`src/verilog/fce_cfg.svh`:
```
// Function
// - Bus, internal and no-execute errors raise faults
// - Vector read bus error is hard fault
// - Escalation takes hard fault, sets escalated flag
// - Five bus error kinds, own flag each
// - Coprocessor access, undefined op: usage faults
// - Foreign instruction set: usage fault, flag
// - Unaligned, bad return, divide zero: usage
// - Configurable fault priorities; hard fault fixed
// - Software disables configurable fault handlers
// - Normal entry decided by priority and mask; no mask here, entry uses priority and active class only
// - Same-kind fault in handler escalates
// - Equal or lower priority fault in handler escalates
// - Fault with disabled handler escalates
// - Push error entering bus handler never escalates
// - Only reset, NMI preempt hard fault
// - Hard fault preempts all but reset, NMI, itself
// - Each class has its own cause register
// - Precise bus and data access memory faults capture address
// - Hard fault inside hard handler locks up
// - Lockup halts instructions until reset
`ifndef FCE_CFG_SVH
`define FCE_CFG_SVH

`define FCE_PRIO_W      8
`define FCE_OFF_HCAUSE  8'h00
`define FCE_OFF_MCAUSE  8'h04
`define FCE_OFF_BCAUSE  8'h08
`define FCE_OFF_UCAUSE  8'h0C
`define FCE_OFF_MADDR   8'h10
`define FCE_OFF_BADDR   8'h14
`define FCE_OFF_ENABLE  8'h18
`define FCE_OFF_PRIO    8'h1C
`define FCE_OFF_STATUS  8'h20

`define FCE_HF_VECT     1
`define FCE_HF_ESC      30
`define FCE_MM_IACC     0
`define FCE_MM_DACC     1
`define FCE_MM_AVALID   7
`define FCE_BF_FETCH    0
`define FCE_BF_EXACT    1
`define FCE_BF_DEFER    2
`define FCE_BF_POP      3
`define FCE_BF_PUSH     4
`define FCE_BF_AVALID   7
`define FCE_UF_UNDEF    0
`define FCE_UF_ISA      1
`define FCE_UF_RET      2
`define FCE_UF_NO_COPROC_FLAG     3
`define FCE_UF_UNAL     8
`define FCE_UF_DIV0     9

`define FCE_EN_MM       0
`define FCE_EN_BUS      1
`define FCE_EN_USG      2
`define FCE_ENABLE_RST  32'h0000_0000
`define FCE_PRIO_RST    32'h0000_0000

`endif

```
`src/verilog/fce_pkg.sv`:
```
`default_nettype none
package fce_pkg;
    typedef enum logic [3:0] {
        FK_VECT, FK_BUS_PUSH, FK_BUS_POP, FK_BUS_FETCH,
        FK_BUS_EXACT, FK_BUS_DEFER, FK_MM_XN, FK_MM_DATA,
        FK_NO_COPROC_FLAG, FK_UNDEF, FK_ISA, FK_RETURN,
        FK_UNALIGN, FK_DIV0
    } fce_kind_e;

    typedef enum logic [2:0] {
        FC_NONE, FC_HARD, FC_MM, FC_BUS, FC_USAGE, FC_NMI, FC_OTHER
    } fce_class_e;

    typedef struct packed {
        logic        valid;
        fce_kind_e   kind;
        logic [31:0] addr;
    } fce_fault_s;

    typedef struct packed {
        logic       in_handler;
        fce_class_e active;
        logic [7:0] cur_prio;
        logic       bus_entry;
    } fce_ctx_s;

    typedef struct packed {
        logic       valid;
        fce_class_e cls;
        logic       escalated;
        logic       preempt;
    } fce_take_s;
endpackage
`default_nettype wire

```
`src/verilog/fce_fault_classify_escalate.sv`:
```
// The implementer's own choices: the AHB-Lite interface to the registers and the register addresses.
`timescale 1ns/100ps
`default_nettype none
`include "fce_cfg.svh"
module fce_fault_classify_escalate (
    // Clock and reset
    input  wire logic            core_clk_i,
    input  wire logic            resetn_i,
    // Fault reports and execution context
    input  wire fce_pkg::fce_fault_s fault_i,
    input  wire fce_pkg::fce_ctx_s   ctx_i,
    // Towards prioritiser and pipeline
    output var  fce_pkg::fce_take_s  take_o,
    output logic                 lockup_o,
    // AHB-Lite slave
    input  wire logic            hsel_i,
    input  wire logic [31:0]     haddr_i,
    input  wire logic [1:0]      htrans_i,
    input  wire logic            hwrite_i,
    input  wire logic [2:0]      hsize_i,
    input  wire logic            hready_i,
    input  wire logic [31:0]     hwdata_i,
    output logic [31:0]          hrdata_o,
    output logic                 hreadyout_o,
    output logic                 hresp_o
);
    import fce_pkg::*;

    // ------------------------------------------------
    // Classification
    // ------------------------------------------------
    logic [31:0] hcause_q, mcause_q, bcause_q, ucause_q;
    logic [31:0] maddr_q, baddr_q, enable_q, prio_q;
    logic        lock_q;
    fce_take_s   take_q;

    wire fce_kind_e k     = fault_i.kind;
    wire logic      f_vld = fault_i.valid & ~lock_q;
    wire logic is_bus = (k == FK_BUS_PUSH) | (k == FK_BUS_POP)
                      | (k == FK_BUS_FETCH) | (k == FK_BUS_EXACT)
                      | (k == FK_BUS_DEFER);
    wire logic is_mm  = (k == FK_MM_XN) | (k == FK_MM_DATA);
    // Vector read error is hard from the start
    wire fce_class_e cls = (k == FK_VECT) ? FC_HARD :
                           is_bus ? FC_BUS :
                           is_mm  ? FC_MM : FC_USAGE;

    // Per-class priority and enable; hard fault has none
    wire logic [7:0] prio_sel =
        (cls == FC_MM)  ? prio_q[7:0] :
        (cls == FC_BUS) ? prio_q[15:8] : prio_q[23:16];
    wire logic en_sel =
        (cls == FC_MM)  ? enable_q[`FCE_EN_MM] :
        (cls == FC_BUS) ? enable_q[`FCE_EN_BUS] :
        enable_q[`FCE_EN_USG];

    // ------------------------------------------------
    // Escalation
    // ------------------------------------------------
    wire logic same_kind  = ctx_i.in_handler & (ctx_i.active == cls);
    wire logic low_prio   = prio_sel >= ctx_i.cur_prio;
    wire logic hnd_low    = ctx_i.in_handler & low_prio;
    wire logic push_exempt = (k == FK_BUS_PUSH) & ctx_i.bus_entry;
    wire logic esc = (cls != FC_HARD) & ~push_exempt
                   & (~en_sel | same_kind | hnd_low);
    wire logic to_hard = (cls == FC_HARD) | esc;
    wire logic in_hf   = ctx_i.active == FC_HARD;
    wire logic lock_hit = f_vld & to_hard & in_hf;
    // Hard fault only yields to reset, NMI and itself
    wire logic hf_pre = ~in_hf & (ctx_i.active != FC_NMI);
    // Configurable fault enters only above current level, outside hard fault and NMI
    wire logic cfg_pre = ~low_prio & ~in_hf & (ctx_i.active != FC_NMI);
    wire fce_class_e fin_cls = to_hard ? FC_HARD : cls;

    // ------------------------------------------------
    // Cause flag set vectors
    // ------------------------------------------------
    logic [31:0] hset, mset, bset, uset;
    always_comb begin
        hset = 32'h0000_0000;
        mset = 32'h0000_0000;
        bset = 32'h0000_0000;
        uset = 32'h0000_0000;
        if (f_vld) begin
            hset[`FCE_HF_VECT]  = (k == FK_VECT);
            hset[`FCE_HF_ESC]   = esc;
            bset[`FCE_BF_PUSH]  = (k == FK_BUS_PUSH);
            bset[`FCE_BF_POP]   = (k == FK_BUS_POP);
            bset[`FCE_BF_FETCH] = (k == FK_BUS_FETCH);
            bset[`FCE_BF_EXACT] = (k == FK_BUS_EXACT);
            bset[`FCE_BF_DEFER] = (k == FK_BUS_DEFER);
            bset[`FCE_BF_AVALID] = (k == FK_BUS_EXACT);
            mset[`FCE_MM_IACC]  = (k == FK_MM_XN);
            mset[`FCE_MM_DACC]  = (k == FK_MM_DATA);
            mset[`FCE_MM_AVALID] = (k == FK_MM_DATA);
            uset[`FCE_UF_NO_COPROC_FLAG]  = (k == FK_NO_COPROC_FLAG);
            uset[`FCE_UF_UNDEF] = (k == FK_UNDEF);
            uset[`FCE_UF_ISA]   = (k == FK_ISA);
            uset[`FCE_UF_RET]   = (k == FK_RETURN);
            uset[`FCE_UF_UNAL]  = (k == FK_UNALIGN);
            uset[`FCE_UF_DIV0]  = (k == FK_DIV0);
        end
    end

    // ------------------------------------------------
    // AHB-Lite slave, one wait state per transfer
    // ------------------------------------------------
    logic [7:0] a_off_q;
    logic       a_wr_q, busy_q, rdy_q;
    logic [31:0] rdata_q;

    wire logic accept = hsel_i & htrans_i[1] & hready_i;
    wire logic wr_now = busy_q & a_wr_q;
    wire logic w_hc = wr_now & (a_off_q == `FCE_OFF_HCAUSE);
    wire logic w_mc = wr_now & (a_off_q == `FCE_OFF_MCAUSE);
    wire logic w_bc = wr_now & (a_off_q == `FCE_OFF_BCAUSE);
    wire logic w_uc = wr_now & (a_off_q == `FCE_OFF_UCAUSE);
    wire logic w_en = wr_now & (a_off_q == `FCE_OFF_ENABLE);
    wire logic w_pr = wr_now & (a_off_q == `FCE_OFF_PRIO);

    logic [31:0] rd_mux;
    always_comb begin
        if (a_off_q == `FCE_OFF_HCAUSE) begin
            rd_mux = hcause_q;
        end else if (a_off_q == `FCE_OFF_MCAUSE) begin
            rd_mux = mcause_q;
        end else if (a_off_q == `FCE_OFF_BCAUSE) begin
            rd_mux = bcause_q;
        end else if (a_off_q == `FCE_OFF_UCAUSE) begin
            rd_mux = ucause_q;
        end else if (a_off_q == `FCE_OFF_MADDR) begin
            rd_mux = maddr_q;
        end else if (a_off_q == `FCE_OFF_BADDR) begin
            rd_mux = baddr_q;
        end else if (a_off_q == `FCE_OFF_ENABLE) begin
            rd_mux = enable_q;
        end else if (a_off_q == `FCE_OFF_PRIO) begin
            rd_mux = prio_q;
        end else if (a_off_q == `FCE_OFF_STATUS) begin
            rd_mux = {31'h0000_0000, lock_q};
        end else begin
            rd_mux = 32'h0000_0000;
        end
    end

    always_ff @(posedge core_clk_i or negedge resetn_i) begin
        if (!resetn_i) begin
            a_off_q <= 8'h00;
            a_wr_q  <= 1'b0;
            busy_q  <= 1'b0;
            rdy_q   <= 1'b1;
            rdata_q <= 32'h0000_0000;
        end else if (accept) begin
            a_off_q <= {haddr_i[7:2], 2'b00};
            a_wr_q  <= hwrite_i;
            busy_q  <= 1'b1;
            rdy_q   <= 1'b0;
        end else if (busy_q) begin
            // Reads sample after any earlier write has landed
            rdata_q <= a_wr_q ? 32'h0000_0000 : rd_mux;
            busy_q  <= 1'b0;
            rdy_q   <= 1'b1;
        end
    end

    // ------------------------------------------------
    // Cause registers: set beats write-one clear
    // ------------------------------------------------
    wire logic [31:0] hclr = w_hc ? hwdata_i : 32'h0000_0000;
    wire logic [31:0] mclr = w_mc ? hwdata_i : 32'h0000_0000;
    wire logic [31:0] bclr = w_bc ? hwdata_i : 32'h0000_0000;
    wire logic [31:0] uclr = w_uc ? hwdata_i : 32'h0000_0000;

    always_ff @(posedge core_clk_i or negedge resetn_i) begin
        if (!resetn_i) begin
            hcause_q <= 32'h0000_0000;
            mcause_q <= 32'h0000_0000;
            bcause_q <= 32'h0000_0000;
            ucause_q <= 32'h0000_0000;
        end else begin
            hcause_q <= (hcause_q & ~hclr) | hset;
            mcause_q <= (mcause_q & ~mclr) | mset;
            bcause_q <= (bcause_q & ~bclr) | bset;
            ucause_q <= (ucause_q & ~uclr) | uset;
        end
    end

    always_ff @(posedge core_clk_i or negedge resetn_i) begin
        if (!resetn_i) begin
            maddr_q  <= 32'h0000_0000;
            baddr_q  <= 32'h0000_0000;
            enable_q <= `FCE_ENABLE_RST;
            prio_q   <= `FCE_PRIO_RST;
        end else begin
            if (mset[`FCE_MM_AVALID]) begin
                maddr_q <= fault_i.addr;
            end
            if (bset[`FCE_BF_AVALID]) begin
                baddr_q <= fault_i.addr;
            end
            if (w_en) begin
                enable_q <= hwdata_i & 32'h0000_0007;
            end
            if (w_pr) begin
                prio_q <= hwdata_i & 32'h00FF_FFFF;
            end
        end
    end

    // ------------------------------------------------
    // Handler request and lockup
    // ------------------------------------------------
    always_ff @(posedge core_clk_i or negedge resetn_i) begin
        if (!resetn_i) begin
            take_q <= '0;
            lock_q <= 1'b0;
        end else begin
            // Lockup is sticky; only reset leaves it
            lock_q <= lock_q | lock_hit;
            take_q.valid     <= f_vld & ~lock_hit;
            take_q.cls       <= fin_cls;
            take_q.escalated <= esc;
            take_q.preempt   <= to_hard ? hf_pre : cfg_pre;
        end
    end

    assign take_o      = take_q;
    assign lockup_o    = lock_q;
    assign hrdata_o    = rdata_q;
    assign hreadyout_o = rdy_q;
    assign hresp_o     = 1'b0;
endmodule
`default_nettype wire

```
`config.mk`:
```
export PLATFORM = sky130hd
export DESIGN_NAME = fce_fault_classify_escalate
export DESIGN_NICKNAME = d
export VERILOG_FILES = /design/src/verilog/fce_pkg.sv /design/src/verilog/fce_fault_classify_escalate.sv
export VERILOG_INCLUDE_DIRS = /design/src /design/src/verilog
export SDC_FILE = /design/constraint.sdc
export NUM_CORES = 1
export LEC_CHECK = 0
export BUFFER_PORTS_ARGS = -buffer_cell sky130_fd_sc_hd__buf_2
export CORE_MARGIN = 3
export CORE_UTILIZATION = 45
export CTS_CLUSTER_DIAMETER = 50
export CTS_CLUSTER_SIZE = 16
export DETAILED_ROUTE_END_ITERATION = 6
export PLACE_DENSITY = 0.62
export SLEW_MARGIN = 20
export SYNTH_ARGS = -nofsm -noshare
export SYNTH_HDL_FRONTEND = slang
export SYNTH_SLANG_ARGS = --single-unit
```
`constraint.sdc`:
```
create_clock -name core_clk_i -period 2.64 [get_ports core_clk_i]
set_input_delay 0.132 -clock core_clk_i [delete_from_list [all_inputs] [get_ports core_clk_i]]
set_output_delay 0.132 -clock core_clk_i [all_outputs]
set_load 0.02 [all_outputs]
```
---- Yosys cells after proc, flatten, opt, wreduce, memory -nomap -nowiden ----
Index checks and enable logic that the tools add are counted.
storage, ports and cells
  memories kept ........................... 0
  bits of input ports ..................... 124
  logic and storage cells ................. 134
  bits in latches ......................... 0
  memory bits (writable) .................. 0
  output and inout bits ................... 41
  memory bits (read-only) ................. 0
  register bits after elaboration ......... 267
cells by class
  bitwise operators ....................... 49
  add/subtract/negate cells ............... 0
  multiplexer cells ....................... 34
  magnitude comparators ................... 1
  shift operators ......................... 0
  reduce and logical (&&, ||, !) cells .... 4
  multipliers ............................. 0
  div/mod/pow operators ................... 0
  equality and inequality tests ........... 28
operator list
  operator              count
  $mux W32              11
  $and A32 B32 Y32      4
  $not A32 Y32          4
  $or A32 B8 Y32        2
  $mux W24              2
  $or A32 B10 Y32       1
  $or A32 B31 Y32       1
  $eq A4 B4 Y1 const B  6
  $eq A6 B3 Y1 const B  4
  $and A1 B1 Y1         21
  $eq A4 B3 Y1 const B  4
  $mux W8               2
  $eq A6 B2 Y1 const B  2
  $mux W3               4
  $mux W1               11
  $or A1 B1 Y1          9
  $eq A4 B2 Y1 const B  2
  $ge A8 B8 Y1          1
  $logic_not A8 Y1      1
  $not A1 Y1            7
  $eq A3 B1 Y1 const B  2
  $eq A3 B2 Y1 const B  2
  $eq A6 B1 Y1 const B  1
  $eq A6 B4 Y1 const B  1
  other kinds (10)      11

---- Longest topological paths before layout ----
Gate-level depths: netlist of the first run.
  depth after elaboration ................. 19
  gate-level depth with buffers ........... 13
  depth with buffers taken out ............ 11

---- Worst setup path after synthesis of the first run ----
OpenSTA, ideal clock, no wires.
  path kind ............................... input to register
  start ................................... input fault_i[34] in the netlist's numbering
  end ..................................... register take_q, in the netlist take_o[2]
  setup slack ............................. 49 ps
  path buffers ............................ 2
  arrival ................................. 2453 ps
  library setup time ...................... 138 ps
  stages on the path ...................... 12
  cell sequence ........................... buf_2 -> nor2b_1 -> nand2_1 -> clkbuf_1 -> nor2_1 -> a21oi_1 -> ha_1 -> a21o_1 -> a221oi_1 -> o21ai_0 -> a221oi_2 -> o21ai_0
on the way
  cells in the longest elaborated chain, start to end .. 16
  elaborated cells on any way between the ends .. 37
  those cells by class .................... order compare (1); eq/ne (12); mux (8); bitwise (15); reduce/logical (1)
RTL lines
  item                                                  RTL line                                                              source
  start: declaration                                    fce_fault_classify_escalate.sv:10                                     input wire fce_pkg::fce_fault_s fault_i,
  $eq A4 B1 Y1 / $eq A4 B2 Y1 (equally long branches)   fce_fault_classify_escalate.sv:39, fce_fault_classify_escalate.sv:63
  $or A1 B1 Y1                                          fce_fault_classify_escalate.sv:39                                     wire logic is_bus = (k == FK_BUS_PUSH) | (k == FK_BUS_POP)
  $or A1 B1 Y1 (2 in series)                            fce_fault_classify_escalate.sv:40                                     | (k == FK_BUS_FETCH) | (k == FK_BUS_EXACT)
  $or A1 B1 Y1                                          fce_fault_classify_escalate.sv:41                                     | (k == FK_BUS_DEFER);
  $mux W3                                               fce_fault_classify_escalate.sv:45                                     is_bus ? FC_BUS :
  $mux W3                                               fce_fault_classify_escalate.sv:44                                     wire fce_class_e cls = (k == FK_VECT) ? FC_HARD :
  $eq A3 B2 Y1                                          fce_fault_classify_escalate.sv:51, fce_fault_classify_escalate.sv:54
  $mux W8 / $mux W1 (equally long branches)             fce_fault_classify_escalate.sv:51, fce_fault_classify_escalate.sv:54
  $mux W8 / $mux W1 (equally long branches)             fce_fault_classify_escalate.sv:50, fce_fault_classify_escalate.sv:53
  $ge A8 B8 Y1 / $not A1 Y1 (equally long branches)     fce_fault_classify_escalate.sv:61, fce_fault_classify_escalate.sv:65
  $and A1 B1 Y1 / $or A1 B1 Y1 (equally long branches)  fce_fault_classify_escalate.sv:62, fce_fault_classify_escalate.sv:65
  $or A1 B1 Y1                                          fce_fault_classify_escalate.sv:65                                     & (~en_sel | same_kind | hnd_low);
  $and A1 B1 Y1                                         fce_fault_classify_escalate.sv:65
  $or A1 B1 Y1                                          fce_fault_classify_escalate.sv:66                                     wire logic to_hard = (cls == FC_HARD) | esc;
  $mux W3 *                                             fce_fault_classify_escalate.sv:73                                     wire fce_class_e fin_cls = to_hard ? FC_HARD : cls;
  net fin_cls[0]                                        fce_fault_classify_escalate.sv:73
  end: declaration                                      fce_fault_classify_escalate.sv:35                                     fce_take_s take_q;
Mark *: on every way through the listed nets, which the timed path passes. The rest lies on a longest branch.
A chain may end at the register's enable or synchronous reset.

---- Worst setup path in the final report of the first run ----
  start ................................... register a_off_q[6]
  end ..................................... register rdata_q[9] (netlist: hrdata_o[9])
on the way
  cells in the longest elaborated chain, start to end .. 10
  elaborated cells on any way between the ends .. 17
  those cells by class .................... eq/ne (7); mux (9); reduce/logical (1)
RTL lines
  item                      RTL line                            source
  start: declaration        fce_fault_classify_escalate.sv:108  logic [7:0] a_off_q;
  start signal: assignment  fce_fault_classify_escalate.sv:154  a_off_q <= {haddr_i[7:2], 2'b00};
  $eq A6 B3 Y1 (no line)    -
  $mux W24                  fce_fault_classify_escalate.sv:137  end else if (a_off_q == `FCE_OFF_PRIO) begin
  $mux W24                  fce_fault_classify_escalate.sv:135  end else if (a_off_q == `FCE_OFF_ENABLE) begin
  $mux W32                  fce_fault_classify_escalate.sv:133  end else if (a_off_q == `FCE_OFF_BADDR) begin
  $mux W32                  fce_fault_classify_escalate.sv:131  end else if (a_off_q == `FCE_OFF_MADDR) begin
  $mux W32                  fce_fault_classify_escalate.sv:129  end else if (a_off_q == `FCE_OFF_UCAUSE) begin
  $mux W32                  fce_fault_classify_escalate.sv:127  end else if (a_off_q == `FCE_OFF_BCAUSE) begin
  $mux W32                  fce_fault_classify_escalate.sv:125  end else if (a_off_q == `FCE_OFF_MCAUSE) begin
  $mux W32 *                fce_fault_classify_escalate.sv:123  if (a_off_q == `FCE_OFF_HCAUSE) begin
  $mux W32 *                fce_fault_classify_escalate.sv:160  rdata_q <= a_wr_q ? 32'h0000_0000 : rd_mux;
  end signal: assignment    fce_fault_classify_escalate.sv:160
  end: declaration          fce_fault_classify_escalate.sv:110  logic [31:0] rdata_q;
Every way passes the cells marked *; elsewhere a longest branch is shown, timed or not.

==> results of run 1 <==
[logic make-up after synthesis]
group,Yosys count
AOI/OAI and AO/OA,263
other,1
buffers and inverters,70
adders and majority gates,8
muxes,157
and+or+nand+nor,154
DFF,267
[tightest hold or removal path: stages]
cell and delay [ns]:
buf_2 0.09, buf_4 0.20, and2_1 0.14
[cells in the final DEF (no fill, tap or decap), types with 7 or more instances in the layout]
| cell type | instances |
|---|---|
| dfrtp_1 | 264 |
| buf_2 | 132 |
| a21boi_0 | 110 |
| mux2_2 | 98 |
| dlygate4sd3_1 | 83 |
| nand2_1 | 75 |
| o21ai_0 | 48 |
| buf_4 | 46 |
| mux2i_1 | 30 |
| mux4_2 | 29 |
| clkbuf_16 | 29 |
| nor2_1 | 26 |
| a21oi_1 | 24 |
| a22o_1 | 21 |
| a22oi_1 | 17 |
| inv_1 | 10 |
| nor2b_1 | 8 |
| ha_1 | 8 |
| inv_6 | 7 |
| buf_12 | 7 |
[metrics by stage]
stage | hold WS, ns | setup slack, ns | util [%] | power (mW) | cell area [um2]
final | 0.0550 | 0.106 | 58.5 | 10.3 | 14900
after detailed placement | 0.0878 | -0.261 | 51.5 | 6.24 | 13100
after global placement | 0.0854 | -0.196 | 51.5 | 6.21 | 13100
after CTS | 0.0426 | 0.237 | 58.5 | 10.4 | 14900
after global routing | 0.0730 | 0.0275 | 58.5 | 10.8 | 14900
after floorplan | -0.164 | 0.0493 | - | 5.60 | 11800
[metal layers]
layer / vias up / share of wire, % / GRT usage, %
met1: 4350 / 46 / 34.4
met2: 246 / 45 / 34.8
met3: 42 / 6.4 / 4.11
met4: 2 / 1.9 / 5.12
met5: - / 0.041 / 0
li1: 3873 / - / -
[flip-flops by register name, summed over array words and instances (netlist names)]
| register | cells |
|---|---|
| hcause_q | 32 |
| ucause_q | 32 |
| prio_q | 24 |
| bcause_q | 32 |
| baddr_q | 32 |
| a_wr_q | 1 |
| hreadyout_o | 1 |
| maddr_q | 32 |
| lockup_o | 1 |
| take_o | 6 |
| busy_q | 1 |
| enable_q | 3 |
| hrdata_o | 32 |
| a_off_q | 6 |
| mcause_q | 32 |
[area by class of cell]
class                      instances  area, um2  area share, %
antenna                            1       2.50         0.0168
clock buffer                      36        792           5.32
clock inverter                    17        168           1.13
inverter                          10       37.5          0.252
multi-input combinational        583       4810           32.3
sequential                       267       6690           44.9
tap                              330        413           2.77
timing repair buffer             269       1990           13.4
[power groups by stage]
| stage | combinational (mW) | clock, mW | sequential, mW |
|---|---|---|---|
| 2_1_floorplan | 0.889 | 0 | 4.71 |
| 3_3_place_gp | 1.43 | 0 | 4.78 |
| 3_5_place_dp | 1.45 | 0 | 4.79 |
| 4_1_cts | 1.55 | 4.13 | 4.72 |
| 5_1_grt | 1.68 | 4.31 | 4.77 |
| 6_report | 1.54 | 4.05 | 4.72 |
[worst max path at each step]
stage | start | end | slack [ns] | depth (start not counted)
CTS | a_off_q[6]$_DFFE_PN0P_ | hrdata_o[9]$_DFFE_PN0P_ | 0.24 | 5
finish | a_off_q[6]$_DFFE_PN0P_ | hrdata_o[9]$_DFFE_PN0P_ | 0.11 | 5
global route | a_off_q[6]$_DFFE_PN0P_ | hrdata_o[9]$_DFFE_PN0P_ | 0.03 | 5
detailed placement | fault_i[34] | take_o[2]$_DFF_PN0_ | -0.26 | 12
global placement | fault_i[34] | take_o[2]$_DFF_PN0_ | -0.20 | 12
floorplan | fault_i[34] | take_o[2]$_DFF_PN0_ | 0.05 | 12
==> impl_metrics.xml, run 1 <==
<?xml version="1.0" encoding="UTF-8"?>
<metrics>
  <group name="floorplanning">
    <metric name="coreArea" unit="um2">25500</metric>
    <metric name="die_h" unit="um">168</metric>
    <metric name="rows" unit="">58</metric>
    <metric name="effective_utilization_at_floorplan" unit="%">46.4</metric>
    <metric name="die_area" unit="um2">28200</metric>
    <metric name="chipWidth" unit="um">168</metric>
    <metric name="num_io_pins" unit="">165</metric>
  </group>
  <group name="drt">
    <metric name="drc" unit="">0</metric>
    <metric name="finalWirelength" unit="um">31800</metric>
    <metric name="drtIter0Drc" unit="">602</metric>
    <metric name="wl_per_cell" unit="um">21.0</metric>
    <metric name="vias" unit="">8513</metric>
    <metric name="drt.antenna.violating_nets" unit="">0</metric>
    <metric name="drtPass1Iterations" unit="">5</metric>
    <metric name="route.detailed.vias_per_inst" unit="">5.63</metric>
  </group>
  <group name="timing">
    <metric name="worst_pin_slew" unit="ns">0.836</metric>
    <metric name="fin_skew" unit="ns">0.0227</metric>
    <metric name="fmaxAchievable" unit="GHz">0.395</metric>
    <metric name="layout_worst_path_cycle_share" unit="%">96.0</metric>
    <metric name="finalSetupTns" unit="ns">0</metric>
    <metric name="finalMaxSlewViolations" unit="">0</metric>
    <metric name="setup_viol_count_final" unit="">0</metric>
    <metric name="rsz0062_at_grt" unit="">no</metric>
    <metric name="headroom_to_the_max_slew_limit" unit="%">43.8</metric>
    <metric name="finalWorstPathRequiredPeriod" unit="ns">2.53</metric>
    <metric name="hold_violations" unit="">0</metric>
  </group>
  <group name="critical_path">
    <metric name="worstRegToRegCells" unit="">5</metric>
    <metric name="cpPeakStageDelay" unit="ns">0.72</metric>
    <metric name="cp_data_required_time" unit="ns">3.06</metric>
    <metric name="crit_path_end_kind" unit="">flip-flop</metric>
    <metric name="crit-reg2reg-capture" unit="">hrdata_o[9]$_DFFE_PN0P_</metric>
    <metric name="cp-start-kind" unit="">flip-flop</metric>
    <metric name="cp.arrival" unit="ns">2.95</metric>
    <metric name="crit_path_cell_trace" unit="">or4_1 &gt; buf_4 &gt; a2111oi_0 &gt; buf_4 &gt; o41ai_1</metric>
    <metric name="critical_path_peak_fanout" unit="">10</metric>
    <metric name="setup.reg_to_reg.worst_slack" unit="ns">0.11</metric>
    <metric name="critPathKind" unit="">reg -&gt; reg</metric>
    <metric name="crit_path_top_delay_cell" unit="">a2111oi_0</metric>
    <metric name="worst_r2r_startpoint" unit="">a_off_q[6]$_DFFE_PN0P_</metric>
    <metric name="path_buf_inv" unit="">2</metric>
    <metric name="path_delay_family" unit="">compound AO/OA/AOI/OAI gates</metric>
    <metric name="timing.critical_path.mode_cell" unit="">buf_4</metric>
  </group>
  <group name="logic_synthesis">
    <metric name="synth-simple-area-share" unit="%">6.58</metric>
    <metric name="yosys.area.top_type_share" unit="%">56.3</metric>
    <metric name="dominantRegCellSynth" unit="">dfrtp_1</metric>
    <metric name="synthMuxAreaShare" unit="%">17.4</metric>
    <metric name="yosys.cell_count.top_type" unit="">dfrtp_1</metric>
    <metric name="postSynthCellCount" unit="">920</metric>
    <metric name="synth_seq_cells" unit="">267</metric>
    <metric name="synth_area_leader_cell" unit="">dfrtp_1</metric>
    <metric name="synth-xor-area-share" unit="%">0</metric>
    <metric name="seq_area_frac_synth" unit="%">56.6</metric>
    <metric name="synth_area_leaders" unit="">dfrtp_1 56%, mux2_2 9.3%, a21boi_0 7.0%</metric>
    <metric name="synth.top_cells.by_count" unit="">266 x dfrtp_1, 110 x a21boi_0, 98 x mux2_2, 75 x nand2_1, 48 x o21ai_0</metric>
    <metric name="ys_types" unit="">61</metric>
    <metric name="synth_adder_area_share" unit="%">0.847</metric>
    <metric name="async_s_r_ff_share_synth" unit="%">100</metric>
    <metric name="syn-num-nets" unit="">1052</metric>
    <metric name="netlist_area" unit="um2">11800</metric>
    <metric name="synth_enable_flop_cells" unit="">0</metric>
    <metric name="synth_top_family_by_area" unit="">multiplexers</metric>
    <metric name="yosys_warnings" unit="">0</metric>
    <metric name="postSynthAreaPerCell" unit="um2">12.8</metric>
    <metric name="synth-compound-area-share" unit="%">15.7</metric>
  </group>
  <group name="clocking">
    <metric name="maximum_number_of_buffers_from_clock_root_to_sink" unit="">3</metric>
    <metric name="cts_setup_buffers" unit="">0</metric>
    <metric name="cts.sink_count" unit="">267</metric>
    <metric name="worst_setup_hold_path_clk_slew" unit="ns">0.07</metric>
    <metric name="tritoncts_clock_tree" unit="">done</metric>
    <metric name="cts_hold_repair.buffers" unit="">83</metric>
    <metric name="cts.root.buffer_cell" unit="">clkbuf_16</metric>
    <metric name="clock_tree.htree_level_count" unit="">1</metric>
    <metric name="cts_resized" unit="">0</metric>
    <metric name="numCtsBuffers" unit="">29</metric>
    <metric name="clk-insertion-delay-late" unit="ns">0.55</metric>
  </group>
  <group name="global_routing">
    <metric name="grt_max_degree" unit="">82</metric>
    <metric name="gr-total-overflow" unit="">0</metric>
    <metric name="first_global_vias" unit="">8774</metric>
    <metric name="grt_first_pass_wirelength" unit="um">51100</metric>
    <metric name="total_track_usage" unit="%">22.8</metric>
    <metric name="antenna_violations_before_repair" unit="">1</metric>
  </group>
  <group name="hold_path">
    <metric name="worstHoldEndpoint" unit="">take_o[4]$_DFF_PN0_</metric>
    <metric name="worst_hold_path_type" unit="">in -&gt; reg</metric>
    <metric name="hold_path.startpoint" unit="">fault_i[35]</metric>
    <metric name="timing.hold.worst_path_depth" unit="">3</metric>
  </group>
  <group name="layout">
    <metric name="n_fill_cell" unit="">2099</metric>
    <metric name="drive_above_1_share" unit="%">32.1</metric>
    <metric name="nNetsFinal" unit="">1292</metric>
    <metric name="fin_cells" unit="">1513</metric>
    <metric name="syn2layout_area_growth" unit="%">26.1</metric>
  </group>
  <group name="pwr">
    <metric name="netSwitchingFraction" unit="%">27.6</metric>
    <metric name="p_per_area" unit="nW/um2">692</metric>
    <metric name="static-leakage-power" unit="nW">6.92</metric>
    <metric name="clock_power_share" unit="%">39.3</metric>
    <metric name="power_switching" unit="mW">2.84</metric>
    <metric name="internal-power" unit="mW">7.47</metric>
    <metric name="max-vdd-ir-drop" unit="mV">0.514</metric>
    <metric name="part_of_the_total_power_dissipated_in_sequential_elements" unit="%">45.8</metric>
    <metric name="power_frac_comb" unit="%">14.9</metric>
  </group>
  <group name="placed_design">
    <metric name="placed_cells" unit="">1376</metric>
    <metric name="post-dp-hpwl" unit="um">21300</metric>
    <metric name="io_buffer_count" unit="">133</metric>
    <metric name="gp_routability_congestion" unit="">0.813</metric>
  </group>
  <group name="outcome">
    <metric name="run_status" unit="">finished, final reports clean</metric>
  </group>
  <group name="flow_run">
    <metric name="maxCapViolCount" unit="">0</metric>
  </group>
</metrics>
(Power assumes the default switching activity.)
==> run 2: changes to the inputs <==
Settings changed: MAX_ROUTING_LAYER set to met4.
==> run 2 against run 1 <==
Die area unchanged; wire length down 0.21%; critical path type unchanged; register-to-register slack better by 0.04 ns; largest power group unchanged; maximum frequency up 1.5%; first-iteration DRC count down 0.17%; final area unchanged; critical endpoint unchanged; sequential share of layout area unchanged; highest routed layer is now met4.
==> impl_metrics.xml, run 2 (synthesized netlist as in run 1, its figures left out) <==
<?xml version="1.0" encoding="UTF-8"?>
<metrics>
  <group name="global_routing">
    <metric name="grt_max_degree" unit="">82</metric>
    <metric name="grt_first_pass_wirelength" unit="um">51200</metric>
    <metric name="gr-total-overflow" unit="">0</metric>
    <metric name="antenna_violations_before_repair" unit="">1</metric>
    <metric name="total_track_usage" unit="%">23.5</metric>
    <metric name="first_global_vias" unit="">8762</metric>
  </group>
  <group name="placed_design">
    <metric name="gp_routability_congestion" unit="">0.825</metric>
    <metric name="post-dp-hpwl" unit="um">21300</metric>
    <metric name="io_buffer_count" unit="">133</metric>
    <metric name="place_ws" unit="ns">-0.261</metric>
    <metric name="placed_cells" unit="">1376</metric>
  </group>
  <group name="layout">
    <metric name="syn2layout_area_growth" unit="%">26.1</metric>
    <metric name="final_common_cell" unit="">dfrtp_1</metric>
    <metric name="fin_cells" unit="">1513</metric>
    <metric name="n_fill_cell" unit="">2098</metric>
    <metric name="final_cell_mix" unit="">264 x dfrtp_1, 132 x buf_2, 110 x a21boi_0</metric>
    <metric name="drive_above_1_share" unit="%">32.1</metric>
    <metric name="final_util" unit="%">58.5</metric>
    <metric name="nNetsFinal" unit="">1292</metric>
  </group>
  <group name="critical_path">
    <metric name="worstRegToRegCells" unit="">5</metric>
    <metric name="setup.reg_to_reg.worst_slack" unit="ns">0.14</metric>
    <metric name="cp.arrival" unit="ns">2.91</metric>
    <metric name="timing.critical_path.mode_cell" unit="">buf_4</metric>
    <metric name="crit_path_top_delay_cell" unit="">a2111oi_0</metric>
    <metric name="cpPeakStageDelay" unit="ns">0.69</metric>
    <metric name="critPathKind" unit="">reg -&gt; reg</metric>
    <metric name="critical_path_peak_fanout" unit="">10</metric>
    <metric name="crit_path_end_kind" unit="">flip-flop</metric>
    <metric name="cp-start-kind" unit="">flip-flop</metric>
    <metric name="cp_data_required_time" unit="ns">3.05</metric>
    <metric name="worst_r2r_startpoint" unit="">a_off_q[6]$_DFFE_PN0P_</metric>
    <metric name="crit_path_cell_trace" unit="">or4_1 &gt; buf_4 &gt; a2111oi_0 &gt; buf_4 &gt; o41ai_1</metric>
    <metric name="crit-reg2reg-capture" unit="">hrdata_o[9]$_DFFE_PN0P_</metric>
  </group>
  <group name="drt">
    <metric name="drtPass1Iterations" unit="">5</metric>
    <metric name="drc" unit="">0</metric>
    <metric name="drt.antenna.violating_nets" unit="">0</metric>
    <metric name="route.detailed.vias_per_inst" unit="">5.66</metric>
    <metric name="finalWirelength" unit="um">31700</metric>
    <metric name="wl_per_cell" unit="um">21.0</metric>
    <metric name="vias" unit="">8566</metric>
    <metric name="drtIter0Drc" unit="">601</metric>
  </group>
  <group name="floorplanning">
    <metric name="chipWidth" unit="um">168</metric>
    <metric name="effective_utilization_at_floorplan" unit="%">46.4</metric>
    <metric name="rows" unit="">58</metric>
    <metric name="die_h" unit="um">168</metric>
    <metric name="die_area" unit="um2">28200</metric>
    <metric name="coreArea" unit="um2">25500</metric>
    <metric name="num_io_pins" unit="">165</metric>
  </group>
  <group name="pwr">
    <metric name="power_frac_comb" unit="%">14.9</metric>
    <metric name="static-leakage-power" unit="nW">6.92</metric>
    <metric name="netSwitchingFraction" unit="%">27.5</metric>
    <metric name="part_of_the_total_power_dissipated_in_sequential_elements" unit="%">45.8</metric>
    <metric name="internal-power" unit="mW">7.47</metric>
    <metric name="p_per_area" unit="nW/um2">692</metric>
    <metric name="max-vdd-ir-drop" unit="mV">0.515</metric>
    <metric name="clock_power_share" unit="%">39.3</metric>
    <metric name="power_switching" unit="mW">2.84</metric>
  </group>
  <group name="flow_run">
    <metric name="maxCapViolCount" unit="">0</metric>
  </group>
  <group name="timing">
    <metric name="fin_skew" unit="ns">0.0204</metric>
    <metric name="finalMaxSlewViolations" unit="">0</metric>
    <metric name="fmaxAchievable" unit="GHz">0.400</metric>
    <metric name="setup_viol_count_final" unit="">0</metric>
    <metric name="rsz0062_at_grt" unit="">no</metric>
    <metric name="finalWorstPathRequiredPeriod" unit="ns">2.50</metric>
    <metric name="headroom_to_the_max_slew_limit" unit="%">46.4</metric>
    <metric name="layout_worst_path_cycle_share" unit="%">94.6</metric>
    <metric name="hold_violations" unit="">0</metric>
    <metric name="final.setup.worst_slack" unit="ns">0.142</metric>
    <metric name="worst_pin_slew" unit="ns">0.797</metric>
  </group>
  <group name="clocking">
    <metric name="cts_hold_repair.buffers" unit="">83</metric>
    <metric name="numCtsBuffers" unit="">29</metric>
    <metric name="cts.root.buffer_cell" unit="">clkbuf_16</metric>
    <metric name="worst_setup_hold_path_clk_slew" unit="ns">0.07</metric>
    <metric name="clk-insertion-delay-late" unit="ns">0.55</metric>
    <metric name="cts_resized" unit="">0</metric>
    <metric name="cts_setup_buffers" unit="">0</metric>
    <metric name="cts.sink_count" unit="">267</metric>
    <metric name="maximum_number_of_buffers_from_clock_root_to_sink" unit="">3</metric>
    <metric name="tritoncts_clock_tree" unit="">done</metric>
    <metric name="clock_tree.htree_level_count" unit="">1</metric>
  </group>
  <group name="hold_path">
    <metric name="worst_hold_path_type" unit="">in -&gt; reg</metric>
    <metric name="timing.hold.worst_path_depth" unit="">3</metric>
    <metric name="worstHoldEndpoint" unit="">take_o[4]$_DFF_PN0_</metric>
    <metric name="hold_path.startpoint" unit="">fault_i[35]</metric>
  </group>
  <group name="outcome">
    <metric name="run_status" unit="">finished, final reports clean</metric>
  </group>
</metrics>
==> run 2: cell counts in the layout (fill, tap and decap cells not counted) <==
No cell type changed its count.
==> run 2: worst max path at each step <==
stage | endpoint | slack (ns) | cells after the start | startpoint
5_1_grt | hrdata_o[9]$_DFFE_PN0P_ | 0.03 | 5 | a_off_q[6]$_DFFE_PN0P_
2_1_floorplan | take_o[2]$_DFF_PN0_ | 0.05 | 12 | fault_i[34]
6_report | hrdata_o[9]$_DFFE_PN0P_ | 0.14 | 5 | a_off_q[6]$_DFFE_PN0P_
3_5_place_dp | take_o[2]$_DFF_PN0_ | -0.26 | 12 | fault_i[34]
3_3_place_gp | take_o[2]$_DFF_PN0_ | -0.20 | 12 | fault_i[34]
4_1_cts | hrdata_o[9]$_DFFE_PN0P_ | 0.24 | 5 | a_off_q[6]$_DFFE_PN0P_
==> run 2: power by group through the flow <==
| stage | registers, mW | logic, mW | clock network (mW) |
|---|---|---|---|
| 2_1_floorplan | 4.71 | 0.889 | 0 |
| 3_3_place_gp | 4.78 | 1.43 | 0 |
| 3_5_place_dp | 4.79 | 1.45 | 0 |
| 4_1_cts | 4.72 | 1.55 | 4.13 |
| 5_1_grt | 4.77 | 1.68 | 4.31 |
| 6_report | 4.72 | 1.54 | 4.05 |
==> run 2: routing by layer <==
layer,track usage [%],vias to the layer above,part of all wire [%]
li1,-,3873,-
met1,34.6,4390,46
met2,34.8,260,45
met3,3.78,43,6.5
met4,5.12,0,1.9
met5,-,-,0
==> run 2: final cells by class <==
class	instances	area [um2]	share of cell area (%)
flip-flops and latches	267	6690	44.9
repair buffers	269	1990	13.4
clock inverters	17	168	1.13
well taps	330	413	2.77
diodes	1	2.50	0.0168
inverters	10	37.5	0.252
multi-input cells	583	4810	32.3
clock buffers	36	792	5.32
==> run 2: per-stage QoR <==
step / instance area (um2) / hold slack, ns / total power [mW] / TNS, ns
after floorplan: 11800 / -0.164 / 5.60 / 0
after global placement: 13100 / 0.0854 / 6.21 / -1.19
after detailed placement: 13100 / 0.0878 / 6.24 / -1.65
after CTS: 14900 / 0.0426 / 10.4 / 0
after global routing: 14900 / 0.0730 / 10.8 / 0
final: 14900 / 0.0546 / 10.3 / 0
==> run 2: worst max-delay path: cells and delay by family, from the launching register on <==
kind,cells,cell delay [ns]
AOI/OAI and AO/OA,2,0.75
and+or+nand+nor,1,0.67
DFF,1,0.47
buffers and inverters,2,0.47
==> run 3: changes to the inputs <==
Clock period 2.64 ns to 2.62 ns, I/O delays scaled along.
==> run 3 against run 2 <==
Clock skew down 0.011 ns; via count is 0.97% lower; flip-flop and latch count stayed put; first-iteration DRC count is 10% lower; maximum frequency is essentially flat; final cell count shrank 0.73%; die area stayed put; critical endpoint unchanged; critical path depth is the same; sequential share of layout area is 0.21 points higher; hold slack got worse by 0.028 ns; power down 0.48%; setup slack got worse by 0.019 ns.
==> impl_metrics.xml, run 3 (synthesized netlist as in run 1, its figures left out) <==
<?xml version="1.0" encoding="UTF-8"?>
<metrics>
  <group name="clocking">
    <metric name="maximum_number_of_buffers_from_clock_root_to_sink" unit="">3</metric>
    <metric name="clock_tree.htree_level_count" unit="">1</metric>
    <metric name="worst_setup_hold_path_clk_slew" unit="ns">0.07</metric>
    <metric name="cts_setup_buffers" unit="">0</metric>
    <metric name="cts.sink_count" unit="">267</metric>
    <metric name="cts.root.buffer_cell" unit="">clkbuf_16</metric>
    <metric name="tritoncts_clock_tree" unit="">done</metric>
    <metric name="numCtsBuffers" unit="">26</metric>
    <metric name="clk-insertion-delay-late" unit="ns">0.53</metric>
  </group>
  <group name="pwr">
    <metric name="max-vdd-ir-drop" unit="mV">0.557</metric>
    <metric name="p_per_area" unit="nW/um2">692</metric>
    <metric name="static-leakage-power" unit="nW">6.89</metric>
  </group>
  <group name="layout">
    <metric name="final_cell_mix" unit="">264 x dfrtp_1, 132 x buf_2, 110 x a21boi_0</metric>
    <metric name="ff_latch_area" unit="um2">6690</metric>
    <metric name="syn2layout_area_growth" unit="%">25.5</metric>
    <metric name="multi_input_comb_area" unit="um2">4810</metric>
    <metric name="nNetsFinal" unit="">1287</metric>
    <metric name="final_util" unit="%">58.2</metric>
    <metric name="final_common_cell" unit="">dfrtp_1</metric>
    <metric name="n_fill_cell" unit="">2116</metric>
    <metric name="drive_above_1_share" unit="%">31.8</metric>
    <metric name="num_antenna_cells" unit="">0</metric>
  </group>
  <group name="placed_design">
    <metric name="post-dp-hpwl" unit="um">21200</metric>
    <metric name="gp_routability_congestion" unit="">0.828</metric>
    <metric name="io_buffer_count" unit="">133</metric>
    <metric name="place_ws" unit="ns">-0.267</metric>
  </group>
  <group name="timing">
    <metric name="finalMaxSlewViolations" unit="">0</metric>
    <metric name="layout_worst_path_cycle_share" unit="%">95.3</metric>
    <metric name="headroom_to_the_max_slew_limit" unit="%">56.7</metric>
    <metric name="finalWorstPathRequiredPeriod" unit="ns">2.50</metric>
    <metric name="fin_skew" unit="ns">0.00932</metric>
    <metric name="rsz0062_at_grt" unit="">no</metric>
    <metric name="final.setup.worst_slack" unit="ns">0.123</metric>
    <metric name="finalSetupTns" unit="ns">0</metric>
    <metric name="worst_pin_slew" unit="ns">0.633</metric>
    <metric name="setup_viol_count_final" unit="">0</metric>
    <metric name="fmaxAchievable" unit="GHz">0.400</metric>
    <metric name="hold_violations" unit="">0</metric>
  </group>
  <group name="critical_path">
    <metric name="cp_data_required_time" unit="ns">3.02</metric>
    <metric name="cp.arrival" unit="ns">2.90</metric>
    <metric name="crit_path_cell_trace" unit="">or4_1 &gt; buf_4 &gt; a2111oi_0 &gt; buf_4 &gt; o41ai_1</metric>
    <metric name="path_buf_inv" unit="">2</metric>
    <metric name="crit_path_end_kind" unit="">flip-flop</metric>
    <metric name="path_delay_family" unit="">simple AND/OR/NAND/NOR gates</metric>
    <metric name="critical_path_peak_fanout" unit="">8</metric>
    <metric name="timing.critical_path.mode_cell" unit="">buf_4</metric>
    <metric name="crit_path_top_delay_cell" unit="">or4_1</metric>
    <metric name="critPathKind" unit="">reg -&gt; reg</metric>
    <metric name="cp-start-kind" unit="">flip-flop</metric>
    <metric name="cpPeakStageDelay" unit="ns">0.76</metric>
  </group>
  <group name="drt">
    <metric name="drtIter0Drc" unit="">539</metric>
    <metric name="finalWirelength" unit="um">31600</metric>
    <metric name="drtPass1Iterations" unit="">7</metric>
    <metric name="vias" unit="">8483</metric>
    <metric name="drc" unit="">0</metric>
    <metric name="wl_per_cell" unit="um">21.0</metric>
    <metric name="drt.antenna.violating_nets" unit="">0</metric>
    <metric name="route.detailed.vias_per_inst" unit="">5.65</metric>
  </group>
  <group name="floorplanning">
    <metric name="coreArea" unit="um2">25500</metric>
    <metric name="rows" unit="">58</metric>
    <metric name="chipWidth" unit="um">168</metric>
    <metric name="die_h" unit="um">168</metric>
    <metric name="effective_utilization_at_floorplan" unit="%">46.4</metric>
    <metric name="die_area" unit="um2">28200</metric>
    <metric name="num_io_pins" unit="">165</metric>
  </group>
  <group name="global_routing">
    <metric name="first_global_vias" unit="">8891</metric>
    <metric name="grt_max_degree" unit="">77</metric>
    <metric name="gr-total-overflow" unit="">0</metric>
    <metric name="antenna_violations_before_repair" unit="">0</metric>
    <metric name="total_track_usage" unit="%">23.3</metric>
    <metric name="grt_first_pass_wirelength" unit="um">51000</metric>
  </group>
  <group name="hold_path">
    <metric name="worst_hold_path_type" unit="">in -&gt; reg</metric>
  </group>
  <group name="flow_run">
    <metric name="maxCapViolCount" unit="">0</metric>
  </group>
  <group name="outcome">
    <metric name="run_status" unit="">finished, final reports clean</metric>
  </group>
</metrics>
==> run 3: cell count changes in the layout (fill, tap and decap cells not counted), sizes merged <==
cell	previous run	this run
inv	18	12
clkbuf	36	31
bufinv	1	4
dlygate4sd3	83	80
clkinv	4	6
clkinvlp	4	2
buf	186	187
diode	1	0
==> run 3: through the flow <==
step	total power [mW]	hold WS (ns)	instances	cell area [um2]
detailed placement	6.30	0.155	1377	13100
global placement	6.27	0.156	1377	13100
global route	10.7	0.0553	1502	14800
finish	10.3	0.0269	1502	14800
CTS	10.4	0.0101	1502	14800
floorplan	5.64	-0.165	920	11800
==> run 3: power by group <==
part / internal, mW / switching (mW)
logic: 0.762 / 0.795
registers: 4.48 / 0.284
clock network: 2.32 / 1.62
==> run 3: layout make-up <==
cell class	instances	area share (%)
multi-input combinational	583	32.4
clock inverter	14	1.34
sequential	267	45.1
timing repair buffer	267	13.4
tap	330	2.78
clock buffer	31	4.72
inverter	10	0.253
==> run 3: worst paths after layout <==
path | from | end | slack, ns | depth (start not counted)
worst min register to register | hrdata_o[0]$_DFFE_PN0P_ | hrdata_o[0]$_DFFE_PN0P_ | 0.48 | 2
worst min-delay path | htrans_i[1] | busy_q$_DFF_PN0_ | 0.03 | 4
worst max register to register | a_off_q[7]$_DFFE_PN0P_ | hrdata_o[9]$_DFFE_PN0P_ | 0.12 | 5
worst max-delay path | a_off_q[7]$_DFFE_PN0P_ | hrdata_o[9]$_DFFE_PN0P_ | 0.12 | 5
min in group asynchronous | resetn_i | lockup_o$_DFF_PN0_ | 0.15 | 2
max in group asynchronous | resetn_i | hcause_q[26]$_DFF_PN0_ | 1.61 | 3
==> run 3: worst register-to-register path, cell delays in order (launching register included) <==
cell,delay (ns)
dfrtp_1,0.47
or4_1,0.76
buf_4,0.26
a2111oi_0,0.60
buf_4,0.22
o41ai_1,0.05
==> run 3: repair_timing <==
action	CTS	global route
hold buffers	80	0
endpoints found under the hold margin	299	0
endpoints found under the setup margin	0	1
gates resized for setup	0	1
==> run 3: layer usage <==
metal	part of all wire (%)	vias up	GRT usage (%)
met5	0	-	-
met3	5.1	58	3.62
met1	48	4334	34.5
met4	2.1	0	4.77
li1	-	3851	-
met2	45	240	34.6
